--- src/include/board_switch_pkg.sv ---
// Constants for the board switch monitor and faceplate reset logic
package board_switch_pkg;

	// I/O port addresses
	localparam logic [7:0] FLASH_CONTROL_ADDR  = 8'h78;
	localparam logic [7:0] SWITCH_MONITOR_ADDR = 8'he3;

	// Flash control fields
	localparam int         FC_WRITE_EN_BIT          = 1;
	localparam int         FC_RECOVERY_OVERRIDE_BIT = 7;
	localparam logic [7:0] FLASH_CONTROL_RESET      = 8'h00;

	// Switch monitor fields
	localparam int         SM_CONSOLE_BIT       = 0;
	localparam int         SM_SOFT_A_BIT        = 1;
	localparam int         SM_SOFT_B_BIT        = 2;
	localparam int         SM_BOOT_SOURCE_BIT   = 6;
	localparam int         SM_BIOS_PROTECT_BIT  = 7;
	localparam logic [7:0] SM_RESERVED_MASK     = 8'h38;
	localparam logic [7:0] READ_IDLE_VALUE      = 8'h00;

	// Index of each debounced input in the input vector
	localparam int IN_RESET_BUTTON  = 0;
	localparam int IN_ABORT_BUTTON  = 1;
	localparam int IN_CONSOLE       = 2;
	localparam int IN_SOFT_A        = 3;
	localparam int IN_SOFT_B        = 4;
	localparam int IN_DRIVE_ROLE    = 5;
	localparam int IN_BIOS_PROTECT  = 6;
	localparam int IN_BOOT_SOURCE   = 7;
	localparam int IN_MGMT_PROTECT  = 8;
	localparam int IN_VIDEO_ROUTE   = 9;
	localparam int IN_BUS_RST_IGN   = 10;
	localparam int NUM_INPUTS       = 11;

	// Timing
	localparam longint CLK_HZ          = 64'd10000000;
	localparam longint DEBOUNCE_MS     = 64'd10;
	localparam longint HOLD_S          = 64'd2;
	localparam int     DEBOUNCE_CYCLES = int'(CLK_HZ * DEBOUNCE_MS / 64'd1000);
	localparam int     HOLD_CYCLES     = int'(CLK_HZ * HOLD_S);

	// Faceplate reset button sequencing
	typedef enum logic [1:0] {
		BTN_IDLE = 2'b00,
		BTN_HELD = 2'b01,
		BTN_HARD = 2'b10
	} button_state_t;

endpackage

--- src/rtl/board_switch_monitor_and_reset.sv ---
// Board switch monitor, faceplate reset/abort handling and switch overrides
// Operation
// Short reset button press gives a reset request, not a hard reset.
// Reset button held two seconds forces a hard CPU reset.
// Abort button press raises a non-maskable interrupt request.
// Monitor bit 0 shows console redirect switch, 1 when closed.
// Monitor bits 1 and 2 show the two soft config switches.
// Drive role switch open means master, closed means slave.
// Closed BIOS flash protect switch blocks writes to BIOS flash region.
// Monitor bit 7 shows the BIOS flash protect switch.
// Flash write needs switch permission and flash control write enable bit.
// Boot source switch open boots main flash, closed boots recovery module.
// Monitor bit 6 shows the boot source switch.
// Boot source switch acts only while recovery override bit is zero.
// Closed management flash switch write-protects the management flash.
// Video switch open lets BIOS choose front/rear; closed forces rear. Rear is always enabled here; BIOS only sets front.
// In peripheral mode a closed bus reset switch ignores PCI reset.
// All switches and buttons synchronised and debounced before use.
// Monitor reads have no side effects; bits 3 to 5 read zero.
`timescale 1ns/1ps
module board_switch_monitor_and_reset
	import board_switch_pkg::*;
#(
	parameter int DEBOUNCE_LEN = DEBOUNCE_CYCLES,
	parameter int HOLD_LEN     = HOLD_CYCLES
) (
	input  wire logic       clk,
	input  wire logic       rst_n,
	input  wire logic [7:0] io_addr,
	input  wire logic       io_rd,
	input  wire logic       io_wr,
	input  wire logic [7:0] io_wdata,
	output logic      [7:0] io_rdata,
	input  wire logic       reset_button,
	input  wire logic       abort_button,
	input  wire logic       console_redirect_switch,
	input  wire logic       soft_config_switch_a,
	input  wire logic       soft_config_switch_b,
	input  wire logic       drive_role_switch,
	input  wire logic       bios_flash_protect_switch,
	input  wire logic       boot_source_switch,
	input  wire logic       mgmt_flash_protect_switch,
	input  wire logic       video_route_switch,
	input  wire logic       bus_reset_ignore_switch,
	input  wire logic       pci_reset_in_n,
	input  wire logic       peripheral_mode,
	input  wire logic       bios_video_front,
	input  wire logic       flash_write_req,
	input  wire logic       flash_bios_region,
	output logic            cpu_reset_request,
	output logic            cpu_hard_reset,
	output logic            nmi_request,
	output logic            drive_slave,
	output logic            flash_write_strobe,
	output logic            boot_from_recovery,
	output logic            mgmt_flash_write_protect,
	output logic            video_front_en,
	output logic            video_rear_en,
	output logic            board_pci_reset_n
);

	logic [NUM_INPUTS-1:0] raw_in;
	logic [NUM_INPUTS-1:0] sw;
	logic                  pci_rst_sync_a;
	logic                  pci_rst_sync_b;

	button_state_t         btn_state;
	button_state_t         next_btn_state;
	logic [31:0]           hold_count;
	logic [31:0]           next_hold_count;
	logic                  next_cpu_reset_request;
	logic                  next_cpu_hard_reset;
	logic                  abort_prev;
	logic                  next_nmi_request;

	logic [7:0]            flash_control;
	logic [7:0]            next_flash_control;
	logic [7:0]            switch_monitor;
	logic [7:0]            next_io_rdata;

	logic                  next_drive_slave;
	logic                  next_flash_write_strobe;
	logic                  next_boot_from_recovery;
	logic                  next_mgmt_flash_write_protect;
	logic                  next_video_front_en;
	logic                  next_board_pci_reset_n;

	// High on every pin means closed or pressed
	always_comb begin
		raw_in                  = '0;
		raw_in[IN_RESET_BUTTON] = reset_button;
		raw_in[IN_ABORT_BUTTON] = abort_button;
		raw_in[IN_CONSOLE]      = console_redirect_switch;
		raw_in[IN_SOFT_A]       = soft_config_switch_a;
		raw_in[IN_SOFT_B]       = soft_config_switch_b;
		raw_in[IN_DRIVE_ROLE]   = drive_role_switch;
		raw_in[IN_BIOS_PROTECT] = bios_flash_protect_switch;
		raw_in[IN_BOOT_SOURCE]  = boot_source_switch;
		raw_in[IN_MGMT_PROTECT] = mgmt_flash_protect_switch;
		raw_in[IN_VIDEO_ROUTE]  = video_route_switch;
		raw_in[IN_BUS_RST_IGN]  = bus_reset_ignore_switch;
	end

	input_debounce #(
		.WIDTH         (NUM_INPUTS),
		.STABLE_CYCLES (DEBOUNCE_LEN)
	) u_debounce (
		.clk   (clk),
		.rst_n (rst_n),
		.raw   (raw_in),
		.clean (sw)
	);

	// PCI reset is only synchronised; debouncing would stretch a real reset
	always_ff @(posedge clk or negedge rst_n) begin
		if (!rst_n) begin
			pci_rst_sync_a <= 1'b0;
			pci_rst_sync_b <= 1'b0;
		end else begin
			pci_rst_sync_a <= pci_reset_in_n;
			pci_rst_sync_b <= pci_rst_sync_a;
		end
	end

	// Reset button: short press requests, long hold forces
	always_comb begin
		next_btn_state         = btn_state;
		next_hold_count        = 32'h0;
		next_cpu_reset_request = 1'b0;
		next_cpu_hard_reset    = 1'b0;
		case (btn_state)
			BTN_IDLE: begin
				if (sw[IN_RESET_BUTTON]) begin
					next_btn_state = BTN_HELD;
				end
			end
			BTN_HELD: begin
				if (!sw[IN_RESET_BUTTON]) begin
					next_btn_state         = BTN_IDLE;
					next_cpu_reset_request = 1'b1;
				end else if (hold_count >= 32'(HOLD_LEN - 2)) begin
					next_btn_state      = BTN_HARD;
					next_cpu_hard_reset = 1'b1;
				end else begin
					next_hold_count = hold_count + 32'h1;
				end
			end
			BTN_HARD: begin
				// Held until release so the release cannot also raise a request
				if (sw[IN_RESET_BUTTON]) begin
					next_cpu_hard_reset = 1'b1;
				end else begin
					next_btn_state = BTN_IDLE;
				end
			end
			default: begin
				next_btn_state = BTN_IDLE;
			end
		endcase
	end

	always_ff @(posedge clk or negedge rst_n) begin
		if (!rst_n) begin
			btn_state         <= BTN_IDLE;
			hold_count        <= 32'h0;
			cpu_reset_request <= 1'b0;
			cpu_hard_reset    <= 1'b0;
		end else begin
			btn_state         <= next_btn_state;
			hold_count        <= next_hold_count;
			cpu_reset_request <= next_cpu_reset_request;
			cpu_hard_reset    <= next_cpu_hard_reset;
		end
	end

	// Abort button: one pulse per debounced press
	always_comb begin
		next_nmi_request = sw[IN_ABORT_BUTTON] && !abort_prev;
	end

	always_ff @(posedge clk or negedge rst_n) begin
		if (!rst_n) begin
			abort_prev  <= 1'b0;
			nmi_request <= 1'b0;
		end else begin
			abort_prev  <= sw[IN_ABORT_BUTTON];
			nmi_request <= next_nmi_request;
		end
	end

	// Register file on the I/O port
	always_comb begin
		switch_monitor                      = 8'h00;
		switch_monitor[SM_CONSOLE_BIT]      = sw[IN_CONSOLE];
		switch_monitor[SM_SOFT_A_BIT]       = sw[IN_SOFT_A];
		switch_monitor[SM_SOFT_B_BIT]       = sw[IN_SOFT_B];
		switch_monitor[SM_BOOT_SOURCE_BIT]  = sw[IN_BOOT_SOURCE];
		switch_monitor[SM_BIOS_PROTECT_BIT] = sw[IN_BIOS_PROTECT];
	end

	always_comb begin
		next_flash_control = flash_control;
		next_io_rdata      = READ_IDLE_VALUE;
		if (io_wr && io_addr == FLASH_CONTROL_ADDR) begin
			next_flash_control = io_wdata;
		end
		// Reads only select data; no state changes on a read
		if (io_rd) begin
			case (io_addr)
				FLASH_CONTROL_ADDR:  next_io_rdata = flash_control;
				SWITCH_MONITOR_ADDR: next_io_rdata = switch_monitor;
				default:             next_io_rdata = READ_IDLE_VALUE;
			endcase
		end
	end

	always_ff @(posedge clk or negedge rst_n) begin
		if (!rst_n) begin
			flash_control <= FLASH_CONTROL_RESET;
			io_rdata      <= READ_IDLE_VALUE;
		end else begin
			flash_control <= next_flash_control;
			io_rdata      <= next_io_rdata;
		end
	end

	// Switch overrides
	always_comb begin
		next_drive_slave = sw[IN_DRIVE_ROLE];
		// Only the BIOS region obeys the switch; the enable bit covers all of flash
		next_flash_write_strobe = flash_write_req && flash_control[FC_WRITE_EN_BIT]
			&& !(flash_bios_region && sw[IN_BIOS_PROTECT]);
		next_boot_from_recovery = sw[IN_BOOT_SOURCE]
			&& !flash_control[FC_RECOVERY_OVERRIDE_BIT];
		next_mgmt_flash_write_protect = sw[IN_MGMT_PROTECT];
		next_video_front_en = bios_video_front && !sw[IN_VIDEO_ROUTE];
		next_board_pci_reset_n = pci_rst_sync_b
			|| (peripheral_mode && sw[IN_BUS_RST_IGN]);
	end

	always_ff @(posedge clk or negedge rst_n) begin
		if (!rst_n) begin
			drive_slave              <= 1'b0;
			flash_write_strobe       <= 1'b0;
			boot_from_recovery       <= 1'b0;
			mgmt_flash_write_protect <= 1'b0;
			video_front_en           <= 1'b0;
			video_rear_en            <= 1'b0;
			board_pci_reset_n        <= 1'b0;
		end else begin
			drive_slave              <= next_drive_slave;
			flash_write_strobe       <= next_flash_write_strobe;
			boot_from_recovery       <= next_boot_from_recovery;
			mgmt_flash_write_protect <= next_mgmt_flash_write_protect;
			video_front_en           <= next_video_front_en;
			video_rear_en            <= 1'b1;
			board_pci_reset_n        <= next_board_pci_reset_n;
		end
	end

	// Checks
	short_press_a: assert property (@(posedge clk) disable iff (!rst_n)
		cpu_reset_request |-> $past(btn_state) == BTN_HELD && !$past(sw[IN_RESET_BUTTON]) && !cpu_hard_reset)
		else $error("reset request without short press");

	hard_hold_a: assert property (@(posedge clk) disable iff (!rst_n)
		$rose(cpu_hard_reset) |-> $past(hold_count) == 32'(HOLD_LEN - 2) && $past(sw[IN_RESET_BUTTON]))
		else $error("hard reset not at hold length");

	hard_release_a: assert property (@(posedge clk) disable iff (!rst_n)
		cpu_hard_reset && !sw[IN_RESET_BUTTON] |=> !cpu_hard_reset ##1 !cpu_reset_request)
		else $error("hard reset outlived button");

	abort_nmi_a: assert property (@(posedge clk) disable iff (!rst_n)
		$rose(sw[IN_ABORT_BUTTON]) |=> nmi_request ##1 !nmi_request)
		else $error("abort press gave no single nmi pulse");

	monitor_read_a: assert property (@(posedge clk) disable iff (!rst_n)
		io_rd && io_addr == SWITCH_MONITOR_ADDR |=> io_rdata[SM_CONSOLE_BIT] == $past(sw[IN_CONSOLE])
			&& io_rdata[SM_SOFT_B_BIT:SM_SOFT_A_BIT] == $past({sw[IN_SOFT_B], sw[IN_SOFT_A]})
			&& io_rdata[SM_BOOT_SOURCE_BIT] == $past(sw[IN_BOOT_SOURCE])
			&& io_rdata[SM_BIOS_PROTECT_BIT] == $past(sw[IN_BIOS_PROTECT]))
		else $error("switch monitor read mismatch");

	monitor_reserved_a: assert property (@(posedge clk) disable iff (!rst_n)
		io_rd && io_addr == SWITCH_MONITOR_ADDR && !io_wr |=> (io_rdata & SM_RESERVED_MASK) == 8'h00
			&& $stable(flash_control))
		else $error("monitor read reserved bits or side effect");

	flash_gate_a: assert property (@(posedge clk) disable iff (!rst_n)
		flash_write_strobe |-> $past(flash_write_req) && $past(flash_control[FC_WRITE_EN_BIT])
			&& !($past(flash_bios_region) && $past(sw[IN_BIOS_PROTECT])))
		else $error("flash write let through without permission");

	boot_select_a: assert property (@(posedge clk) disable iff (!rst_n)
		##1 boot_from_recovery == ($past(sw[IN_BOOT_SOURCE]) && !$past(flash_control[FC_RECOVERY_OVERRIDE_BIT])))
		else $error("boot source selection wrong");

	video_route_a: assert property (@(posedge clk) disable iff (!rst_n)
		$past(sw[IN_VIDEO_ROUTE]) |-> !video_front_en && video_rear_en)
		else $error("video front active while forced rear");

	pci_ignore_a: assert property (@(posedge clk) disable iff (!rst_n)
		peripheral_mode && sw[IN_BUS_RST_IGN] |=> board_pci_reset_n)
		else $error("pci reset passed while ignored");

endmodule

--- src/rtl/input_debounce.sv ---
// Two-flop synchroniser and stability debounce for a vector of pins
`timescale 1ns/1ps
module input_debounce
	import board_switch_pkg::*;
#(
	parameter int WIDTH         = 1,
	parameter int STABLE_CYCLES = 1
) (
	input  wire logic             clk,
	input  wire logic             rst_n,
	input  wire logic [WIDTH-1:0] raw,
	output logic      [WIDTH-1:0] clean
);

	logic [WIDTH-1:0] sync_a;
	logic [WIDTH-1:0] sync_b;
	logic [WIDTH-1:0] next_clean;
	logic [31:0]      count      [WIDTH];
	logic [31:0]      next_count [WIDTH];

	// Each bit has its own timer so one bouncing contact never delays another
	always_comb begin
		for (int i = 0; i < WIDTH; i++) begin
			next_clean[i] = clean[i];
			next_count[i] = 32'h0;
			if (sync_b[i] != clean[i]) begin
				if (count[i] >= 32'(STABLE_CYCLES - 1)) begin
					next_clean[i] = sync_b[i];
				end else begin
					next_count[i] = count[i] + 32'h1;
				end
			end
		end
	end

	always_ff @(posedge clk or negedge rst_n) begin
		if (!rst_n) begin
			sync_a <= '0;
			sync_b <= '0;
			clean  <= '0;
			for (int i = 0; i < WIDTH; i++) begin
				count[i] <= 32'h0;
			end
		end else begin
			sync_a <= raw;
			sync_b <= sync_a;
			clean  <= next_clean;
			for (int i = 0; i < WIDTH; i++) begin
				count[i] <= next_count[i];
			end
		end
	end

endmodule

--- config.mk ---
export PLATFORM = sky130hd
export DESIGN_NAME = board_switch_monitor_and_reset
export DESIGN_NICKNAME = d
export VERILOG_FILES = /design/src/include/board_switch_pkg.sv /design/src/rtl/board_switch_monitor_and_reset.sv /design/src/rtl/input_debounce.sv
export SDC_FILE = /design/constraint.sdc
export NUM_CORES = 1
export LEC_CHECK = 0
export BUFFER_PORTS_ARGS = -buffer_cell sky130_fd_sc_hd__buf_2
export CAP_MARGIN = 20
export CORE_AREA = 8 8 179 181
export CTS_BUF_LIST = sky130_fd_sc_hd__clkbuf_8 sky130_fd_sc_hd__clkbuf_16
export DETAILED_ROUTE_END_ITERATION = 12
export DIE_AREA = 0 0 187 189
export PLACE_DENSITY = 0.77
export SYNTH_ARGS = -nofsm -noshare
export SYNTH_HDL_FRONTEND = slang
export SYNTH_SLANG_ARGS = --single-unit
--- constraint.sdc ---
create_clock -name clk -period 2.55 [get_ports clk]
set_input_delay 0.51 -clock clk [delete_from_list [all_inputs] [get_ports clk]]
set_output_delay 0.51 -clock clk [all_outputs]
set_load 0.005 [all_outputs]
==> impl_metrics.toml, run 1 <==
[worst_setup_path]
cp_slowest_cell = "or4b_2"
crit_family = "simple AND/OR/NAND/NOR gates"
endpoint_kind = "flop"
criticalPathCategory = "reg2reg"
crit_path_start_kind = "flop"
path_cells = "or4b_2 -> nor4_1 -> o21ai_0 -> nand4_1 -> buf_4 -> nor2_1"
crit_path_max_incr_delay_ns = 0.68
cp_num_buf_inv = 1
cp_data_arrival_time_ns = 2.63
critPathMaxFanout = 25
cp.required_ns = 2.96

[die]
die_x_um = 187
dieArea_mm2 = 0.0353
die_y_um = 189
pin_count = 54
core_mm2 = 0.0292
start_util = 0.590
rows = 63

[flow_run]
cap_violations = 0

[sta]
final-max-slew-violation-count = 0
post-route-min-period_ns = 2.22
hold_violations = 0
fmax_ghz = 0.450
relSlewSlack = 0.563
setup_viol = 0
tns_ns = 0
fin_skew_ns = 0.0215
worst-slew-pin-transition_ns = 0.654
rsz0062_at_grt = "false"
period_share = 0.871

[clock_tree]
cts_resized = 0
clock-sinks = 448
cts.path.max_buffers = 3
h-tree-depth = 2
cts-root-buf = "clkbuf_16"
cts_tree = "yes"
numCtsBuffers = 45
cts.clk_slew.worst_paths_ns = 0.06
worstSkewPairLatency_ns = 0.55

[yosys]
yosysWarningCount = 0
ys_async_sr_fraction = 1.00
avgSynthCellArea_um2 = 11.8
synth_top_cell_area_share = 0.649
ys_top_cells_by_area = "dfrtp_1 (65%), nor2_1 (6.1%), xor2_1 (5.9%)"
synth_top_cell_by_area = "dfrtp_1"
synth.most_common_cell = "dfrtp_1"
ys_types = 59
syn-cell-area_mm2 = 0.0173
syn_inst = 1459
synth-main-ff-cell = "dfrtp_1"
yosysSeqAreaShare = 0.649
synth.top_cells.by_count = "dfrtp_1 (448), nor2_1 (281), xor2_1 (116)"
ys_ff_latch = 448
synth_enable_flop_cells = 0

[route]
drtAntennaViolNets = 0
wl_met3_um = 1010
drt-total-wl_um = 29400
wl_met1_um = 12800
route.vias.total = 10900
top_layer = "met4"
detail_route.drc_violations = 0
drt_iter0_markers = 459
via_per_inst = 5.06
wl_per_cell_um = 13.6
wl_met2_um = 14900
drt_first_pass_iters = 5

[final_layout]
diodes = 0
drive_gt1_frac = 0.104
nets = 1782
syn2layout_area_growth_pct = 18.3
multi_input_area_mm2 = 0.00652
regArea_mm2 = 0.0112
final_area_mm2 = 0.0204
fillers = 2110

[grt]
antenna_found_initial = 0
grt_util_all_layers = 0.172
grt_pass1_wl_um = 51700
grt_pass1_vias = 11300
grt_max_degree = 75
grt-ovfl-total = 0

[placed_design]
port_buffers = 53
place_area_mm2 = 0.0188
gp_congestion = 0.838
dp_hpwl_um = 19100

[power_and_ir_drop]
peakVddDrop_mv = 0.559
power_mw = 14.9
power_density_mw_per_mm2 = 730
p_leak_nw = 8.99

[outcome]
status = "finished, final reports clean"

[worst_hold_path]
hp-class = "in2reg"
==> layer usage <==
layer | up-vias | GRT usage
met1 | 5342 | 0.215
li1 | 5343 | -
met2 | 168 | 0.304
met5 | - | 0
met3 | 46 | 0.0298
met4 | 0 | 0.0562
==> timing repair <==
item / in CTS / in global routing
hold buffers: 1 / 0
buffers inserted: 0 / 0
endpoints found under the hold margin: 63 / 0
==> power by group <==
part | internal [mW] | switching (mW) | total (mW)
clock network | 4.37 | 2.65 | 7.02
registers | 7.32 | 0.0852 | 7.40
logic | 0.173 | 0.316 | 0.489
total | 11.9 | 3.05 | 14.9
==> registers in the layout, indices dropped and copies added, names as in the netlist, 2 cells and up <==
name and flops:
u_debounce.sync_a 11, u_debounce.clean 11, hold_count 32, u_debounce.count 352, flash_control 8, u_debounce.sync_b 11
io_rdata 8, btn_state 2
==> kinds of logic after synthesis <==
kind of cell	synth area share
and+or+nand+nor	0.196
buffers and inverters	0.0104
AOI/OAI and AO/OA	0.0186
xor gates and xnor gates	0.0999
muxes	0.0136
DFF	0.649
other	0.000435
adders and majority gates	0.0116
==> worst paths after layout <==
check | start | end | slack (ns) | cells past startpoint
min | console_redirect_switch | u_debounce.sync_a[2] | 0.07 | 1
max | hold_count[12] | hold_count[6] | 0.33 | 6
min in group asynchronous | rst_n | u_debounce.count[45] | 0.56 | 2
max in group asynchronous | rst_n | u_debounce.count[137] | 1.27 | 3
min reg2reg | u_debounce.sync_a[3] | u_debounce.sync_b[3] | 0.35 | 0
max reg2reg | hold_count[12] | hold_count[6] | 0.33 | 6
==> worst reg2reg max path, delay by kind of cell (launching register included) <==
kind	cells	cell delay, ns
compound gates	1	0.18
buf+inv	1	0.28
flops	1	0.46
simple gates	4	1.16
==> layout make-up <==
class,instances,share of cell area
sequential,448,0.549
multi-input combinational,1146,0.319
clock buffer,58,0.0650
timing repair buffer,72,0.0255
tap,390,0.0239
clock inverter,25,0.0148
inverter,17,0.00312
==> cells in the final DEF (no fill, tap or decap), types with 24 or more instances in the layout <==
cell type  count
clkbuf_16     47
conb_1       173
buf_2         52
nand2_1       94
inv_1         24
dfrtp_1      448
xor2_1       116
nand4_1       57
xnor2_1       81
and3_1        32
nor4_1        45
nor3_1        29
nand3_1       78
nor2_1       281
==> metrics by stage <==
step	setup WS [ns]	util	instances	hold WS, ns
4_1_cts	0.347	0.699	2156	0.0498
3_3_place_gp	0.441	0.643	2072	0.333
6_report	0.329	0.699	2156	0.0696
3_5_place_dp	0.394	0.643	2072	0.335
5_1_grt	0.199	0.699	2156	0.0506
2_1_floorplan	0.521	-	1630	0.214
Power figures use the tool's default switching activity.
==> run 2: changes to the inputs <==
--- a/config.mk
+++ b/config.mk
@@ -7,11 +7,9 @@
 export LEC_CHECK = 0
 export BUFFER_PORTS_ARGS = -buffer_cell sky130_fd_sc_hd__buf_2
 export CAP_MARGIN = 20
-export CORE_AREA = 8 8 179 181
-export CTS_BUF_LIST = sky130_fd_sc_hd__clkbuf_8 sky130_fd_sc_hd__clkbuf_16
+export CORE_AREA = 8 8 232 234
 export DETAILED_ROUTE_END_ITERATION = 12
-export DIE_AREA = 0 0 187 189
-export PLACE_DENSITY = 0.77
+export DIE_AREA = 0 0 240 242
 export SYNTH_ARGS = -nofsm -noshare
 export SYNTH_HDL_FRONTEND = slang
 export SYNTH_SLANG_ARGS = --single-unit
==> impl_metrics.toml, run 2 (synthesis gave the netlist of run 1 again) <==
[clock_tree]
cts_tree = "yes"
cts.path.max_buffers = 3
cts.clk_slew.worst_paths_ns = 0.06
worstSkewPairLatency_ns = 0.56
numCtsBuffers = 48
clock-sinks = 448
h-tree-depth = 2
cts-root-buf = "clkbuf_16"

[grt]
antenna_found_initial = 0
grt_pass1_vias = 11000
grt_pass1_wl_um = 50700
grt_util_all_layers = 0.102
grt_max_degree = 76
grt-ovfl-total = 0

[sta]
final-max-slew-violation-count = 0
post-route-min-period_ns = 2.21
tns_ns = 0
fin_skew_ns = 0.0127
fin_ws_ns = 0.343
fmax_ghz = 0.453
relSlewSlack = 0.575
hold_violations = 0
period_share = 0.865
setup_viol = 0
worst-slew-pin-transition_ns = 0.638
rsz0062_at_grt = "false"

[final_layout]
nets = 1785
multi_input_area_mm2 = 0.00652
fillers = 4831
final-instance-count-excl-fill = 2448
final_common_cell = "dfrtp_1"
final_area_mm2 = 0.0208
regArea_mm2 = 0.0112
final_cell_mix = "dfrtp_1 (448), nor2_1 (281), conb_1 (173)"
largest_reg_flops = 352
syn2layout_area_growth_pct = 20.5
reg.largest.list = "u_debounce.count: 352 flops, hold_count: 32 flops"
drive_gt1_frac = 0.105
diodes = 0
fin_util = 0.412
largest_register = "u_debounce.count"

[worst_setup_path]
criticalPathCategory = "reg2reg"
cp_data_arrival_time_ns = 2.68
path_cells = "ha_1 -> and4_1 -> o311ai_1 -> a21oi_1 -> or3_1 -> nor2_1"
cp_slowest_cell = "or3_1"
rrSetupSlack_ns = 0.34
critPathMaxFanout = 17
endpoint_kind = "flop"
crit_path_start_kind = "flop"
cp.required_ns = 3.03
crit_path_max_incr_delay_ns = 0.63

[placed_design]
place_area_mm2 = 0.0191
gp_congestion = 0.774
dp_hpwl_um = 18900
place_inst = 2362
pre_cts_ws_ns = 0.333
port_buffers = 53

[power_and_ir_drop]
power_density_mw_per_mm2 = 721
peakVddDrop_mv = 0.531
p_leak_nw = 8.96

[die]
die_x_um = 240
die_y_um = 242
dieArea_mm2 = 0.0581
core_mm2 = 0.0505
start_util = 0.342
pin_count = 54
rows = 83

[outcome]
status = "finished, final reports clean"

[route]
wl_per_cell_um = 11.6
detail_route.drc_violations = 0
drt_first_pass_iters = 4
drtAntennaViolNets = 0
drt-total-wl_um = 28400
drt_iter0_markers = 499
route.vias.total = 10700
via_per_inst = 4.39

[worst_hold_path]
hp-class = "in2reg"

[flow_run]
cap_violations = 0
## run 2: cell types whose count changed in the layout (fill, tap and decap cells not counted), sizes merged
cell,delta
bufinv,-1
clkinvlp,+3
clkinv,-1
clkbuf,+9
inv,-8
## run 2: through the flow
step	hold WS, ns	total power, mW
after floorplan	0.214	7.72
after global placement	0.334	7.98
after detailed placement	0.335	8.00
after CTS	0.00998	15.3
after global routing	0.0191	15.7
final	0.0494	15.0
## run 2: final cells by class
type	count	area share
Clock buffer	67	0.0680
Clock inverter	18	0.0122
Inverter	17	0.00307
Multi-Input combinational cell	1146	0.313
Sequential cell	448	0.539
Tap cell	680	0.0409
Timing Repair Buffer	72	0.0238
## run 2: what timing repair did
item,in CTS,in global routing
buffers inserted,0,0
hold buffers,1,0
endpoints found under the hold margin,63,0
resized for setup,0,0
setup endpoints to repair,0,0
## run 2: worst paths after layout
check	from	to	cells after the start
min reg2reg	u_debounce.sync_a[5]	u_debounce.sync_b[5]	0
min in group asynchronous	rst_n	hold_count[22]	2
max reg2reg	u_debounce.count[320]	u_debounce.count[329]	6
max	u_debounce.count[320]	u_debounce.count[329]	6
min	bus_reset_ignore_switch	u_debounce.sync_a[10]	1
max in group asynchronous	rst_n	u_debounce.count[187]	3
## run 2: layer usage
layer,GRT usage,part of all wire,up-vias
li1,-,-,5339
met3,0.0255,0.044,58
met1,0.136,0.48,5222
met5,0,0,-
met4,0.0360,0.026,0
met2,0.159,0.45,121
## run 2: power breakdown
| part | switching [mW] | internal (mW) |
|---|---|---|
| Clock | 2.69 | 4.46 |
| Sequential | 0.0805 | 7.32 |
| Combinational | 0.298 | 0.168 |
## run 2: critical path: cells and delay by family, from the launching register on
family / cells / cell delay [ns]
flops: 1 / 0.41
fa+ha+maj: 1 / 0.25
simple gates: 3 / 1.07
compound gates: 2 / 0.40
==> run 3: changes to the inputs <==
--- a/config.mk
+++ b/config.mk
@@ -8,6 +8,7 @@
 export BUFFER_PORTS_ARGS = -buffer_cell sky130_fd_sc_hd__buf_2
 export CAP_MARGIN = 20
 export CORE_AREA = 8 8 232 234
+export CTS_BUF_LIST = sky130_fd_sc_hd__clkbuf_8
 export DETAILED_ROUTE_END_ITERATION = 12
 export DIE_AREA = 0 0 240 242
 export SYNTH_ARGS = -nofsm -noshare
==> impl_metrics.toml, run 3 (synthesis gave the netlist of run 1 again) <==
[final_layout]
final_cell_mix = "dfrtp_1 (448), nor2_1 (281), conb_1 (173)"
fillers = 4864
largest_register = "u_debounce.count"
final_area_mm2 = 0.0209
regArea_mm2 = 0.0112
final_common_cell = "dfrtp_1"
syn2layout_area_growth_pct = 21.1
drive_gt1_frac = 0.126
nets = 1825
multi_input_area_mm2 = 0.00652
reg.largest.list = "u_debounce.count: 352 flops, hold_count: 32 flops"
largest_reg_flops = 352

[die]
pin_count = 54
core_mm2 = 0.0505
dieArea_mm2 = 0.0581
start_util = 0.342
rows = 83
die_x_um = 240
die_y_um = 242

[clock_tree]
post_cts_buffers = 0
cts.clk_slew.worst_paths_ns = 0.06
cts_tree = "yes"
clock-sinks = 448
cts.path.max_buffers = 3
worstSkewPairLatency_ns = 0.62
cts-root-buf = "clkbuf_8"
numCtsBuffers = 76
h-tree-depth = 3

[placed_design]
gp_congestion = 0.774
place_area_mm2 = 0.0191
port_buffers = 53
dp_hpwl_um = 18900

[grt]
grt_util_all_layers = 0.105
grt-ovfl-total = 0
grt_pass1_vias = 11300
grt_pass1_wl_um = 51700
antenna_found_initial = 2
grt_max_degree = 76

[sta]
fmax_ghz = 0.453
rsz0062_at_grt = "false"
relSlewSlack = 0.577
hold_violations = 0
setup_viol = 0
tns_ns = 0
fin_skew_ns = 0.0136
final-max-slew-violation-count = 0
post-route-min-period_ns = 2.21
period_share = 0.866
worst-slew-pin-transition_ns = 0.632

[power_and_ir_drop]
power_density_mw_per_mm2 = 696
p_leak_nw = 9.10
peakVddDrop_mv = 0.381
power_mw = 14.6

[route]
via_per_inst = 4.38
drt_iter0_markers = 484
wl_per_cell_um = 11.6
route.vias.total = 11000
detail_route.drc_violations = 0
drt_first_pass_iters = 4
drtAntennaViolNets = 0
drt-total-wl_um = 29100

[worst_setup_path]
cp_data_arrival_time_ns = 2.75
crit_path_start_kind = "flop"
criticalPathCategory = "reg2reg"
critPathMaxFanout = 17
endpoint_kind = "flop"
cp.required_ns = 3.09

[outcome]
status = "finished, final reports clean"

[flow_run]
cap_violations = 0

[worst_hold_path]
hp-class = "in2reg"
[run 3: stage by stage]
step                std cells  utilization  hold WS (ns)  setup slack [ns]
finish                   2513        0.414        0.0939             0.343
global placement         2362        0.379         0.334             0.390
CTS                      2512        0.414        0.0209             0.320
floorplan                1630            -         0.214             0.521
global route             2513        0.414        0.0517             0.165
detailed placement       2362        0.379         0.335             0.333
[run 3: layout make-up]
type / count / area share
diodes: 1 / 0.000120
clock buffers: 104 / 0.0685
clock inverters: 33 / 0.0104
inverters: 17 / 0.00305
multi-input cells: 1146 / 0.312
flip-flops and latches: 448 / 0.536
well taps: 680 / 0.0407
repair buffers: 84 / 0.0294
[run 3: worst paths after layout]
kind	slack [ns]	startpoint	endpoint	depth (start not counted)
min reg2reg	0.34	u_debounce.sync_a[5]	u_debounce.sync_b[5]	0
min in group asynchronous	0.47	rst_n	hold_count[24]	2
max	0.34	u_debounce.count[320]	u_debounce.count[322]	6
max in group asynchronous	1.36	rst_n	u_debounce.count[187]	3
min	0.09	peripheral_mode	board_pci_reset_n	2
max reg2reg	0.34	u_debounce.count[320]	u_debounce.count[322]	6
[run 3: worst max-delay path, cell delays in order, from the launching register on]
cell and delay (ns):
dfrtp_1 0.41, ha_1 0.25, and4_1 0.24, o311ai_1 0.28
a21oi_1 0.13, or3_1 0.63, nor2_1 0.19
[run 3: what timing repair did]
action / CTS / global route
hold buffers: 13 / 0
endpoints found under the hold margin: 75 / 0
gates resized for setup: 0 / 0
[run 3: layer usage]
layer / vias to the layer above / GRT usage / wire [µm]
li1: 5441 / - / -
met1: 5343 / 0.138 / 13800
met2: 159 / 0.160 / 13100
met3: 63 / 0.0280 / 1430
met4: 0 / 0.0505 / 840
met5: - / 0 / 0
[run 3: where the power goes]
part / switching, mW / internal (mW)
combinational: 0.302 / 0.180
clock: 2.82 / 3.85
sequential: 0.0806 / 7.32
